**config.mk**
```make
export PLATFORM = sky130hd
export DESIGN_NAME = act_ctrl
export DESIGN_NICKNAME = d
export VERILOG_FILES = /design/src/common/act_pkg.sv /design/src/verilog/act_core_seq.sv /design/src/verilog/act_ctrl.sv
export SDC_FILE = /design/constraint.sdc
export NUM_CORES = 1
export LEC_CHECK = 0
export BUFFER_PORTS_ARGS = -buffer_cell sky130_fd_sc_hd__clkbuf_2
export CORE_AREA = 4 4 140 142
export CTS_CLUSTER_DIAMETER = 100
export DETAILED_ROUTE_END_ITERATION = 6
export DIE_AREA = 0 0 144 146
export PLACE_DENSITY = 0.65
export SKIP_LAST_GASP = 1
export SYNTH_ARGS = -nofsm -noshare
export SYNTH_HDL_FRONTEND = slang
export SYNTH_SLANG_ARGS = --single-unit
```
**constraint.sdc**
```tcl
create_clock -name ref_clk -period 6.9 [get_ports ref_clk]
set_input_delay 1.035 -clock ref_clk [delete_from_list [all_inputs] [get_ports ref_clk]]
set_output_delay 1.035 -clock ref_clk [all_outputs]
set_load 0.02 [all_outputs]
```
**src/common/act_pkg.sv**
```systemverilog
// package for the converter timing control block: register map, fields, reset values, timings
package act_pkg;

  localparam logic [3:0]  ACT_OFF_PWR      = 4'h0;
  localparam logic [3:0]  ACT_OFF_SDEL     = 4'h1;
  localparam logic [3:0]  ACT_OFF_C0_LO    = 4'h2;
  localparam logic [3:0]  ACT_OFF_C0_HI    = 4'h3;
  localparam logic [3:0]  ACT_OFF_C1_LO    = 4'h4;
  localparam logic [3:0]  ACT_OFF_C1_HI    = 4'h5;
  localparam logic [3:0]  ACT_OFF_IRQ_STAT = 4'h6;
  localparam logic [3:0]  ACT_OFF_IRQ_MASK = 4'h7;
  localparam logic [3:0]  ACT_OFF_TRIG     = 4'h8;

  localparam int          ACT_RDY_BIT      = 15;
  localparam int          ACT_PWR_BIT      = 7;
  localparam int          ACT_EIS_LSB      = 10;
  localparam int          ACT_RES_LSB      = 8;
  localparam int          ACT_DIV_LSB      = 0;
  localparam logic [15:0] ACT_HI_MASK      = 16'h1F7F;
  localparam logic [15:0] ACT_SDEL_MASK    = 16'h0003;
  localparam logic [15:0] ACT_LO_MASK      = 16'h03FF;
  localparam logic [15:0] ACT_IRQ_MASK_W   = 16'h000F;
  localparam logic [15:0] ACT_RST_VAL      = 16'h0000;

  localparam int          ACT_CLK_HZ       = 25000000;
  localparam int          ACT_PWRUP_NS     = 10000;
  localparam int          ACT_PWRUP_CYC    = (ACT_PWRUP_NS * (ACT_CLK_HZ / 1000000) + 999) / 1000;

  localparam logic [4:0]  ACT_SAR_BASE     = 5'h02;

  typedef enum logic [1:0] {ACT_IDLE, ACT_SAMP, ACT_CONV} act_state_t;

  typedef struct packed {
    logic [2:0] eis;
    logic [1:0] res;
    logic [6:0] div;
    logic [9:0] sample_extend_count;
    logic       ext_en;
  } act_core_cfg_t;

  typedef struct packed {
    logic       sampling;
    logic       converting;
    logic       early_irq;
    logic       done;
  } act_core_evt_t;

endpackage

```
**src/verilog/act_core_seq.sv**
```systemverilog
// one dedicated converter core sequencer: clock divider, sample extension, conversion, early interrupt
`timescale 1ns/1ns
module act_core_seq
  import act_pkg::*;
(
  input  wire logic          ref_clk,
  input  wire logic          rst,
  input  wire act_core_cfg_t cfg,
  input  wire logic          trig,
  output act_core_evt_t      evt
);

  typedef struct packed {
    act_state_t st;
    logic [7:0] pre;
    logic       tick;
    logic [9:0] cnt;
    logic [4:0] left;
    act_core_evt_t ev;
  } seq_t;

  seq_t s_r;
  seq_t s_nxt;
  logic [7:0] half;
  logic [4:0] conv_len;
  logic       wrap;

  assign evt = s_r.ev;

  always_comb begin
    half = (cfg.div < 7'h02) ? 8'h01 : {1'b0, cfg.div};
    wrap = (s_r.pre + 8'h01) >= (half << 1);
    unique case (cfg.res)
      2'b11:   conv_len = ACT_SAR_BASE + 5'h0C;
      2'b10:   conv_len = ACT_SAR_BASE + 5'h0A;
      2'b01:   conv_len = ACT_SAR_BASE + 5'h08;
      default: conv_len = ACT_SAR_BASE + 5'h06;
    endcase
  end

  always_comb begin
    s_nxt = s_r;
    s_nxt.ev.done = 1'b0;
    s_nxt.ev.early_irq = 1'b0;
    // core clock held still while idle, so each trigger opens a whole core clock period
    // and a conversion always spans exactly its count of core clocks
    s_nxt.tick = 1'b0;
    if (s_r.st == ACT_IDLE) begin
      s_nxt.pre = 8'h00;
    end else if (wrap) begin
      s_nxt.pre = 8'h00;
      s_nxt.tick = 1'b1;
    end else begin
      s_nxt.pre = s_r.pre + 8'h01;
    end
    unique case (s_r.st)
      ACT_IDLE: begin
        s_nxt.ev.sampling = 1'b1;
        if (trig) begin
          if (cfg.ext_en && cfg.sample_extend_count != 10'h000) begin
            s_nxt.st = ACT_SAMP;
            s_nxt.cnt = cfg.sample_extend_count;
          end else begin
            s_nxt.st = ACT_CONV;
            s_nxt.ev.sampling = 1'b0;
            s_nxt.ev.converting = 1'b1;
            s_nxt.left = conv_len;
          end
        end
      end
      ACT_SAMP: if (wrap) begin
        s_nxt.cnt = s_r.cnt - 10'h001;
        if (s_r.cnt == 10'h001) begin
          s_nxt.st = ACT_CONV;
          s_nxt.ev.sampling = 1'b0;
          s_nxt.ev.converting = 1'b1;
          s_nxt.left = conv_len;
        end
      end
      ACT_CONV: begin
        s_nxt.ev.converting = 1'b1;
        if (wrap) begin
          s_nxt.left = s_r.left - 5'h01;
          // early interrupt fires eis+1 core clocks before data ready
          if (s_r.left == {2'b00, cfg.eis} + 5'h02) begin
            s_nxt.ev.early_irq = 1'b1;
          end
          if (s_r.left == 5'h01) begin
            s_nxt.st = ACT_IDLE;
            s_nxt.ev.converting = 1'b0;
            s_nxt.ev.sampling = 1'b1;
            s_nxt.ev.done = 1'b1;
          end
        end
      end
      default: s_nxt.st = ACT_IDLE;
    endcase
  end

  always_ff @(posedge ref_clk) begin
    if (rst) begin
      s_r <= '0;
    end else begin
      s_r <= s_nxt;
    end
  end
endmodule

```
**src/verilog/act_ctrl.sv**
```systemverilog
// converter timing control top: registers, shared core power, two dedicated cores, interrupts
//
// The placing of the registers and strobed register access were chosen for this implementation.
`timescale 1ns/1ns
module act_ctrl
  import act_pkg::*;
#(
  parameter int PWRUP_CYC = ACT_PWRUP_CYC
)
(
  input  wire logic        ref_clk,
  input  wire logic        rst,
  input  wire logic [3:0]  addr,
  input  wire logic [15:0] wdata,
  input  wire logic        wr_en,
  input  wire logic        rd_en,
  input  wire logic [1:0]  conv_trig,
  output logic [15:0]      rdata,
  output logic             shared_core_power_enable,
  output logic             shared_core_ready_flag,
  output logic [1:0]       core_sampling,
  output logic [1:0]       core_converting,
  output logic             irq
);

  typedef struct packed {
    logic        pwr;
    logic        rdy;
    logic [15:0] pwr_cnt;
    logic [1:0]  ext_en;
    logic [9:0]  samc0;
    logic [9:0]  samc1;
    logic [12:0] hi0;
    logic [12:0] hi1;
    logic [3:0]  stat;
    logic [3:0]  mask;
    logic [1:0]  trig;
    logic [15:0] rdata;
    logic [1:0]  samp;
    logic [1:0]  conv;
    logic        irq;
  } top_t;

  top_t t_r;
  top_t t_nxt;
  act_core_cfg_t cfg [2];
  act_core_evt_t evt [2];
  logic [3:0]    ev_set;
  logic [15:0]   wmask;

  assign rdata                    = t_r.rdata;
  assign shared_core_power_enable = t_r.pwr;
  assign shared_core_ready_flag   = t_r.rdy;
  assign core_sampling            = t_r.samp;
  assign core_converting          = t_r.conv;
  assign irq                      = t_r.irq;

  always_comb begin
    // field layout of the control high register
    cfg[0].eis    = t_r.hi0[ACT_EIS_LSB +: 3];
    cfg[0].res    = t_r.hi0[ACT_RES_LSB +: 2];
    cfg[0].div    = t_r.hi0[ACT_DIV_LSB +: 7];
    cfg[0].sample_extend_count   = t_r.samc0;
    cfg[0].ext_en = t_r.ext_en[0];
    cfg[1].eis    = t_r.hi1[ACT_EIS_LSB +: 3];
    cfg[1].res    = t_r.hi1[ACT_RES_LSB +: 2];
    cfg[1].div    = t_r.hi1[ACT_DIV_LSB +: 7];
    cfg[1].sample_extend_count   = t_r.samc1;
    cfg[1].ext_en = t_r.ext_en[1];
    ev_set = {evt[1].early_irq, evt[0].early_irq, evt[1].done, evt[0].done};
  end

  // one sequencer per dedicated core
  for (genvar i = 0; i < 2; i++) begin : g_core
    act_core_seq u_seq (
      .ref_clk (ref_clk),
      .rst     (rst),
      .cfg     (cfg[i]),
      .trig    (t_r.trig[i]),
      .evt     (evt[i])
    );
  end

  always_comb begin
    t_nxt = t_r;
    wmask = 16'h0000;
    t_nxt.trig = conv_trig & {2{t_r.rdy}};
    // shared core power sequence; ready drops the cycle after power enable clears
    if (!t_r.pwr) begin
      t_nxt.pwr_cnt = 16'h0000;
      t_nxt.rdy = 1'b0;
    end else if (t_r.pwr_cnt >= PWRUP_CYC[15:0] - 16'h0001) begin
      t_nxt.rdy = 1'b1;
    end else begin
      t_nxt.pwr_cnt = t_r.pwr_cnt + 16'h0001;
    end
    if (wr_en) begin
      unique case (addr)
        ACT_OFF_PWR:      t_nxt.pwr = wdata[ACT_PWR_BIT];
        ACT_OFF_SDEL:     t_nxt.ext_en = wdata[1:0] & ACT_SDEL_MASK[1:0];
        ACT_OFF_C0_LO:    t_nxt.samc0 = wdata[9:0] & ACT_LO_MASK[9:0];
        ACT_OFF_C0_HI:    t_nxt.hi0 = wdata[12:0] & ACT_HI_MASK[12:0];
        ACT_OFF_C1_LO:    t_nxt.samc1 = wdata[9:0] & ACT_LO_MASK[9:0];
        ACT_OFF_C1_HI:    t_nxt.hi1 = wdata[12:0] & ACT_HI_MASK[12:0];
        ACT_OFF_IRQ_STAT: wmask = wdata & ACT_IRQ_MASK_W;
        ACT_OFF_IRQ_MASK: t_nxt.mask = wdata[3:0];
        ACT_OFF_TRIG:     t_nxt.trig = t_nxt.trig | (wdata[1:0] & {2{t_r.rdy}});
        default:          ;
      endcase
    end
    // set wins over a write-one clear in the same cycle
    t_nxt.stat = (t_r.stat & ~wmask[3:0]) | ev_set;
    t_nxt.irq = |(t_nxt.stat & t_nxt.mask);
    t_nxt.samp = {evt[1].sampling, evt[0].sampling};
    t_nxt.conv = {evt[1].converting, evt[0].converting};
    t_nxt.rdata = 16'h0000;
    if (rd_en) begin
      unique case (addr)
        ACT_OFF_PWR: begin
          t_nxt.rdata[ACT_RDY_BIT] = t_r.rdy;
          t_nxt.rdata[ACT_PWR_BIT] = t_r.pwr;
        end
        ACT_OFF_SDEL:     t_nxt.rdata = {14'h0000, t_r.ext_en};
        ACT_OFF_C0_LO:    t_nxt.rdata = {6'h00, t_r.samc0};
        ACT_OFF_C0_HI:    t_nxt.rdata = {3'h0, t_r.hi0} & ACT_HI_MASK;
        ACT_OFF_C1_LO:    t_nxt.rdata = {6'h00, t_r.samc1};
        ACT_OFF_C1_HI:    t_nxt.rdata = {3'h0, t_r.hi1} & ACT_HI_MASK;
        ACT_OFF_IRQ_STAT: t_nxt.rdata = {12'h000, t_r.stat};
        ACT_OFF_IRQ_MASK: t_nxt.rdata = {12'h000, t_r.mask};
        default:          t_nxt.rdata = 16'h0000;
      endcase
    end
  end

  always_ff @(posedge ref_clk) begin
    if (rst) begin
      t_r <= '0;
    end else begin
      t_r <= t_nxt;
    end
  end
endmodule

```
* Word level (Yosys, flattened, before mapping) *
Cells that the tools add are included.

word-level totals
  register bits = 153
  bits in latches = 0
  memory bits (writable) = 0
  memory bits (read-only) = 0
  input port bits = 26
  output and inout bits = 23
  logic and storage cells = 181
  memories = 0

operators by class
  $add $sub $neg = 9
  multipliers = 0
  divide/modulo/power cells = 0
  $lt $le $gt $ge = 5
  equality and inequality tests = 38
  shift operators = 0
  mux-type cells = 48
  bitwise operators = 14
  reductions and logical operators = 35

operators by type and width
  cell                                                                                   count
  17-bit two-way mux                                                                     4
  7-bit case mux with 7 select lines                                                     1
  7-bit two-way mux                                                                      6
  7-bit case mux with 3 select lines                                                     2
  10-bit case mux with 2 select lines                                                    2
  2-bit two-way mux                                                                      15
  5-bit AND reduction                                                                    6
  10-bit by 1-bit equality test with 1-bit output (second input constant)                2
  10-bit two-way mux                                                                     2
  5-bit case mux with 4 select lines                                                     1
  10-bit nonzero test                                                                    2
  10-bit by 1-bit subtractor with 10-bit output (second input constant)                  2
  9-bit two-way mux                                                                      2
  3-bit case mux with 3 select lines                                                     2
  16-bit by 1-bit adder with 16-bit output (second input constant)                       1
  8-bit by 1-bit adder with 8-bit output (second input constant)                         2
  4-bit by 3-bit equality test with 1-bit output (second input constant)                 4
  16-bit by 8-bit greater-or-equal comparator with 1-bit output (second input constant)  1
  8-bit greater-or-equal comparator                                                      2
  2-bit by 1-bit inequality test with 1-bit output (second input constant)               8
  3-bit OR reduction                                                                     5
  7-bit by 2-bit less-than comparator with 1-bit output (second input constant)          2
  2-bit equality test (second input constant)                                            6
  4-bit two-way mux                                                                      3
  other kinds (29)                                                                       66

* Longest topological paths before layout *
Gate-level depths: netlist of the first run.

  depth in word-level cells = 8
  mapped depth = 12

* Cells and area by module *
From an unflattened synthesis of the first run, not the netlist that was laid out.

unflattened totals
  cell total of the unflattened synthesis = 942
  area, all modules = 7,980.2 um^2

by module, submodules not included
  module        instances  cells an instance  area each (um^2)  seq. area each (um^2)
  act_core_seq  2          247                2,008.2           580.6
  act_ctrl      1          448                3,963.8           1,861.8

* Least setup slack after synthesis of the first run *
No wires, ideal clock.

  path kind = reg-to-reg
  start = register g_core[1].u_seq.s_r[20] (netlist name)
  end = register g_core[1].u_seq.s_r[28] (netlist name)
  library setup time = 0.121 ns
  data arrival time = 2.487 ns
  data required time = 6.779 ns
  path slack = 4.292 ns
  cell stages (with the launch flop) = 11
  buffers on the path = 0
  clock period less this slack = 2.608 ns
  path through = dfxtp_1 > ha_1 > nand3_1 > xnor2_1 > ha_1 > and3_1 > a221oi_1 > o21ai_0 > nand2_1 > a211oi_1 > mux2_2

between the ends
  word-level cells in the longest chain between the ends = 4
  elaborated cells on any way between the ends = 5
  classes of those cells = 1 x add/sub; 1 x order compare; 2 x eq/ne; 1 x reduce/logical

RTL lines
  what                                                        RTL line             RTL
  start: declaration                                          act_core_seq.sv:22   seq_t s_r;
  start signal: assignment                                    act_core_seq.sv:104  s_r <= s_nxt;
  8-bit by 1-bit adder with 8-bit output *                    act_core_seq.sv:32   wrap = (s_r.pre + 8'h01) >= (half << 1);
  8-bit greater-or-equal comparator *                         act_core_seq.sv:32
  2-bit by 1-bit inequality test with 1-bit output (no line)  --
  5-bit AND reduction (no line) *                             --

Mark *: on every way between the ends. The rest lies on a longest branch, timed or not.
A chain may end at the register's enable or synchronous reset.

* Final worst setup path of the first run *
Same ends and word-level chain as after synthesis.

==> out/metrics.csv, run 1 <==
metric;value;unit
critical path's slowest cell;o21ai_0;
diode count;0;
CP Capture Type;flip-flop;
register area share after synthesis;40.1;%
initial drt markers;566;
ratio of cells with drive above 1 in the final layout;11.2;%
Initial Util;40.9;%
TritonCTS clock tree;done;
setup ws final;3.69;ns
RSZ-0062 raised after global routing;false;
min Tclk post-route;3.21;ns
pre-CTS setup slack;3.73;ns
Post-synth EDFFs;0;
Worst-Margin Slew;1.24;ns
clock buffer depth;2;
Relative slew margins;16.0;%
total negative slack;0;ns
synth-to-layout area growth;11.0;%
routed vias/inst;5.58;
first-pass GRT wire length;30.6;mm
Worst Path Arrival;3.53;ns
CTS Sinks;151;
dpl hpwl;13.0;mm
DRC viols;0;
Slew Viols, Final;0;
Leak;3.11;nW
I/O Buffers;43;
flops & latches, synth;151;
Syn. warnings;0;
Power Total;0.00194;W
worst hold margin;0.462;ns
async set-reset flop share out of synthesis;0;%
WP data required;7.21;ns
Power Density;232;mW/mm^2
post-CTS sizing;0;
post-route ant nets;0;
die width;144;um
via count;6548;
Avg WL per Cell;15.8;um
Hold Fails Final Rpt;0;
slowest stage delay, CP;0.71;ns
Root Buffer;clkbuf_16;
critical-path maximum fanout;6;
syn avg cell area;8.14;um^2
hold path startpoint;g_core[0].u_seq.s_r[16];
# rows;50;
Setup crit start;g_core[1].u_seq.s_r[20];
DR pass1 iterations;5;
postcts setup bufs;0;
VDD IR max;0.000159;V
core area;0.0185;mm^2
max_cap viols;0;
status;completed;
Final Wtd Congestion;0.838;
number of global-route vias before repair;6105;
most used cell, CP;ha_1;
top-level I/O count;49;
total track usage;17.9;%
CP cell instances;ha_1 > nand3_1 > xnor2_1 > ha_1 > and3_1 > a221oi_1 > o21ai_0 > nand2_1 > a211oi_1 > mux2_2;
fillers;1809;
Syn Std Cell Area;0.00755;mm^2
Setup Viol. Count Final;0;
largest net degree at the start of global routing;50;
clk slew on worst S/H paths;0.06;ns
Die ar.;0.0210;mm^2
Critical Path Source Type;flip-flop;
antenna violations before repair;0;
area post-placement;0.00781;mm^2
Post-synth top flop;dfxtp_1;
H-tree Lvls;4;
Synth Instances;927;
final instance area;0.00838;mm^2
final net count;990;
Clock Latency Late Sink;0.43;ns
reg2reg start;g_core[1].u_seq.s_r[20];
drt total wl;18.5;mm
Num CTS Buffers;17;
Period Utilization, post-route;46.6;%
type of the most critical hold path;flip-flop to flip-flop;
global route overflow;0;
critical path type;flip-flop to flip-flop;
Max Freq;311;MHz
Die Height;146;um
unique cell type count in the Yosys netlist;66;
hold-fix buffer count after cts;0;
clock skew;0.00651;ns
## metal layers
metal	vias up	part of all wire (%)	GRT usage, %
li1	3271	-	-
met1	3070	48	26.1
met2	190	44	26.7
met3	17	6.8	4.14
met4	0	1.2	4.43
met5	-	0	0
## cells in the mapped netlist (all sizes together), types with 15 or more instances
library cell / instances / area [um^2]
xor2: 15 / 131
ha: 37 / 463
clkbuf: 48 / 180
dfxtp: 151 / 3020
nor2: 58 / 218
nand2: 121 / 454
and2: 15 / 93.8
nand3: 69 / 345
inv: 44 / 165
a21oi: 103 / 515
buf: 24 / 170
o21ai: 26 / 130
## registers in the layout, summed over array words and instances (netlist names)
signal and flops:
cfg 46, core_converting 2, core_sampling 2, g_core.u_seq.evt 8, g_core.u_seq.s_r 50, irq 1
rdata 14, shared_core_power_enable 1, shared_core_ready_flag 1, t_r 26
## layout make-up
class | instances | area, um^2 | share of cell area, %
Clock buffer | 17 | 425 | 5.08
Clock inverter | 15 | 144 | 1.72
Inverter | 44 | 165 | 1.97
Multi-Input combinational cell | 661 | 4050 | 48.3
Sequential cell | 151 | 3020 | 36.1
Tap cell | 234 | 293 | 3.49
Timing Repair Buffer | 52 | 283 | 3.38
## worst paths after layout
| path | to | slack, ns | depth (start not counted) |
|---|---|---|---|
| max | g_core[1].u_seq.s_r[28] | 3.69 | 10 |
| min | g_core[0].u_seq.s_r[16] | 0.46 | 2 |
| max reg2reg | g_core[1].u_seq.s_r[28] | 3.69 | 10 |
| min reg2reg | g_core[0].u_seq.s_r[16] | 0.46 | 2 |
## worst max-delay path: cells and delay by family (launching register included)
kind	cells	cell delay [ns]
adders and majority gates	2	0.51
muxes	1	0.38
DFF	1	0.39
xor gates and xnor gates	1	0.16
and+or+nand+nor	3	0.47
AOI/OAI and AO/OA	3	1.19
## layout by cell type, fill, tap and decap left out, types with 4 or more instances in the layout
| master | n |
|---|---|
| clkinvlp_4 | 4 |
| ha_1 | 37 |
| clkbuf_16 | 17 |
| nor4_1 | 12 |
| mux2i_1 | 5 |
| or3_1 | 5 |
| nand4_1 | 5 |
| a21boi_0 | 4 |
| and2_1 | 15 |
| a21o_1 | 6 |
| a22oi_1 | 12 |
| inv_6 | 6 |
| or2_2 | 4 |
| a31oi_1 | 12 |
| o21ai_0 | 26 |
| xnor2_1 | 12 |
| a222oi_1 | 8 |
| dfxtp_1 | 151 |
| nor2_1 | 58 |
| clkbuf_2 | 42 |
| o41ai_1 | 4 |
| inv_1 | 44 |
| o31ai_1 | 5 |
| xor2_1 | 15 |
| nor3_1 | 12 |
| nand3_1 | 69 |
| and3_1 | 14 |
| a211oi_1 | 7 |
| nand2_1 | 121 |
| buf_4 | 9 |
| o32ai_1 | 12 |
| nand2b_1 | 6 |
| a21oi_1 | 103 |
| nor2b_1 | 14 |
## logic make-up (layout without fill, tap and decap cells)
| group | after synthesis | in the layout | synth area share [%] |
|---|---|---|---|
| adders and majority gates | 37 | 37 | 6.13 |
| and+or+nand+nor | 357 | 357 | 23.0 |
| AOI/OAI and AO/OA | 230 | 230 | 19.6 |
| xor gates and xnor gates | 27 | 27 | 3.13 |
| other | 1 | 2 | 0.0497 |
| muxes | 8 | 8 | 1.11 |
| buffers and inverters | 116 | 128 | 6.83 |
| DFF | 151 | 151 | 40.1 |
## metrics by stage
step | util [%] | std cells
finish | 45.4 | 1174
global route | 45.4 | 1174
CTS | 45.4 | 1174
detailed placement | 42.3 | 1142
global placement | 42.3 | 1142
floorplan | - | 928
## where the power goes
group	leakage [nW]	internal [W]	switching (W)	total, W
clock network	0.268	0.000503	0.000396	0.000899
registers	1.22	0.000885	0.00000923	0.000894
logic	1.62	0.0000497	0.0000991	0.000149
total	3.11	0.00144	0.000504	0.00194
Note: power is estimated with default switching activity, not from simulation.
==> run 2: changes to the inputs <==
- clock period: 6.9 -> 3.3 ns (I/O delays scaled with it)
==> out/metrics.csv, run 2 (synthesis gave the netlist of run 1 again) <==
metric;value;unit
Worst Setup EP;g_core[1].u_seq.s_r[5];
Period Utilization, post-route;90.6;%
CP cell instances;ha_1 > nand3_1 > xnor2_1 > ha_1 > and3_1 > a221oi_1 > o21ai_0 > buf_4 > o21bai_2 > a211oi_1 > a211oi_1;
largest net degree at the start of global routing;95;
Max Freq;334;MHz
critical path type;flip-flop to flip-flop;
Hold Fails Final Rpt;0;
postcts setup bufs;0;
CTS Sinks;151;
sw frac;26.3;%
post-CTS sizing;0;
antenna violations before repair;0;
Initial Util;40.9;%
ratio of cells with drive above 1 in the final layout;12.1;%
Worst-Margin Slew;0.891;ns
clock buffer depth;2;
Largest register FFs;50;
area of the multi-input gates;0.00405;mm^2
slowest stage delay, CP;0.39;ns
critical path's slowest cell;dfxtp_1;
clock skew;0.0139;ns
top-level I/O count;49;
die width;144;um
logic gate share of total power;8.0;%
Clock Latency Late Sink;0.43;ns
post-route ant nets;0;
Leak;3.16;nW
DRC viols;0;
switching pwr;0.00108;W
first-pass GRT wire length;30.8;mm
global route overflow;0;
Die Height;146;um
VDD IR max;0.000396;V
critical-path maximum fanout;8;
Slew Viols, Final;0;
Setup crit start;g_core[1].u_seq.s_r[20];
status;completed;
most frequent cells in the layout;dfxtp_1 (151), nand2_1 (121), a21oi_1 (103), nand3_1 (69), nor2_1 (58);
sequential power share;45.6;%
I/O Buffers;43;
r2r setup slk;0.31;ns
R2R depth;11;
Worst Path Arrival;3.33;ns
Cell Int Power;0.00302;W
TritonCTS clock tree;done;
Relative slew margins;40.1;%
initial drt markers;480;
dpl hpwl;13.2;mm
Power Total;0.00410;W
Worst R2R End;g_core[1].u_seq.s_r[5];
Die ar.;0.0210;mm^2
max_cap viols;0;
fillers;1811;
DR pass1 iterations;5;
hold path startpoint;wdata[11];
Final Wtd Congestion;0.827;
synth-to-layout area growth;12.2;%
total negative slack;0;ns
# rows;50;
CP Capture Type;flip-flop;
number of global-route vias before repair;6144;
Num CTS Buffers;17;
clk slew on worst S/H paths;0.07;ns
area post-placement;0.00790;mm^2
min Tclk post-route;2.99;ns
hold-fix buffer count after cts;0;
Largest Register;g_core.u_seq.s_r;
diode count;0;
most common cell after layout, fill and taps aside;dfxtp_1;
Power Density;484;mW/mm^2
WP data required;3.64;ns
Avg WL per Cell;15.7;um
clock share of power;46.4;%
via count;6605;
type of the most critical hold path;input pin to flip-flop;
hold-critical path depth;3;
register area;0.00302;mm^2
Critical Path Source Type;flip-flop;
H-tree Lvls;4;
reg2reg start;g_core[1].u_seq.s_r[20];
core area;0.0185;mm^2
drt total wl;18.6;mm
final instance area;0.00847;mm^2
total track usage;18.0;%
RSZ-0062 raised after global routing;false;
final net count;1000;
final core occ;45.9;%
Setup Viol. Count Final;0;
Root Buffer;clkbuf_16;
routed vias/inst;5.58;
run 2: changes by cell type in the layout (fill, tap and decap cells not counted), sizes merged:
cell and delta:
inv +1, buf +10, clkinvlp +1, clkinv -2
run 2: per-stage QoR:
step                      instances  hold slack, ns  setup slack (ns)
after floorplan                 928           0.424             0.692
after global placement         1152           0.446             0.433
after detailed placement       1152           0.446             0.363
after CTS                      1184           0.300             0.361
after global routing           1184           0.321            0.0751
final                          1184           0.312             0.310
run 2: how the worst min path moves through the flow:
stage,end,slack [ns]
floorplan,t_r[27],0.42
global placement,t_r[93],0.45
detailed placement,t_r[87],0.45
CTS,cfg[21],0.30
global route,cfg[21],0.32
finish,cfg[21],0.31
run 2: routing by layer:
layer / wire [um] / vias to the layer above / track usage (%) / part of all wire (%)
li1: - / 3286 / - / -
met1: 8950 / 3104 / 26.3 / 48
met2: 8180 / 195 / 26.7 / 44
met3: 1280 / 20 / 3.84 / 6.9
met4: 216 / 0 / 4.76 / 1.2
met5: 0 / - / 0 / 0
run 2: worst max-delay path, delay by kind of cell, from the launching register on:
| family | cells | cell delay, ns |
|---|---|---|
| flops | 1 | 0.39 |
| xor+xnor | 1 | 0.21 |
| compound gates | 5 | 1.31 |
| simple gates | 2 | 0.29 |
| buf+inv | 1 | 0.23 |
| fa+ha+maj | 2 | 0.47 |
run 2: final cells by class:
type / instances / share of cell area [%]
Sequential cell: 151 / 35.7
Clock inverter: 15 / 1.71
Tap cell: 234 / 3.46
Timing Repair Buffer: 62 / 4.37
Multi-Input combinational cell: 661 / 47.8
Clock buffer: 17 / 5.02
Inverter: 44 / 1.95
run 2: power by group through the flow:
stage	Clock (W)	Combinational [W]	Sequential (W)
after floorplan	0	0.000227	0.00190
after global placement	0	0.000318	0.00191
after detailed placement	0	0.000320	0.00191
after CTS	0.00193	0.000322	0.00187
after global routing	0.00200	0.000362	0.00187
final	0.00190	0.000327	0.00187
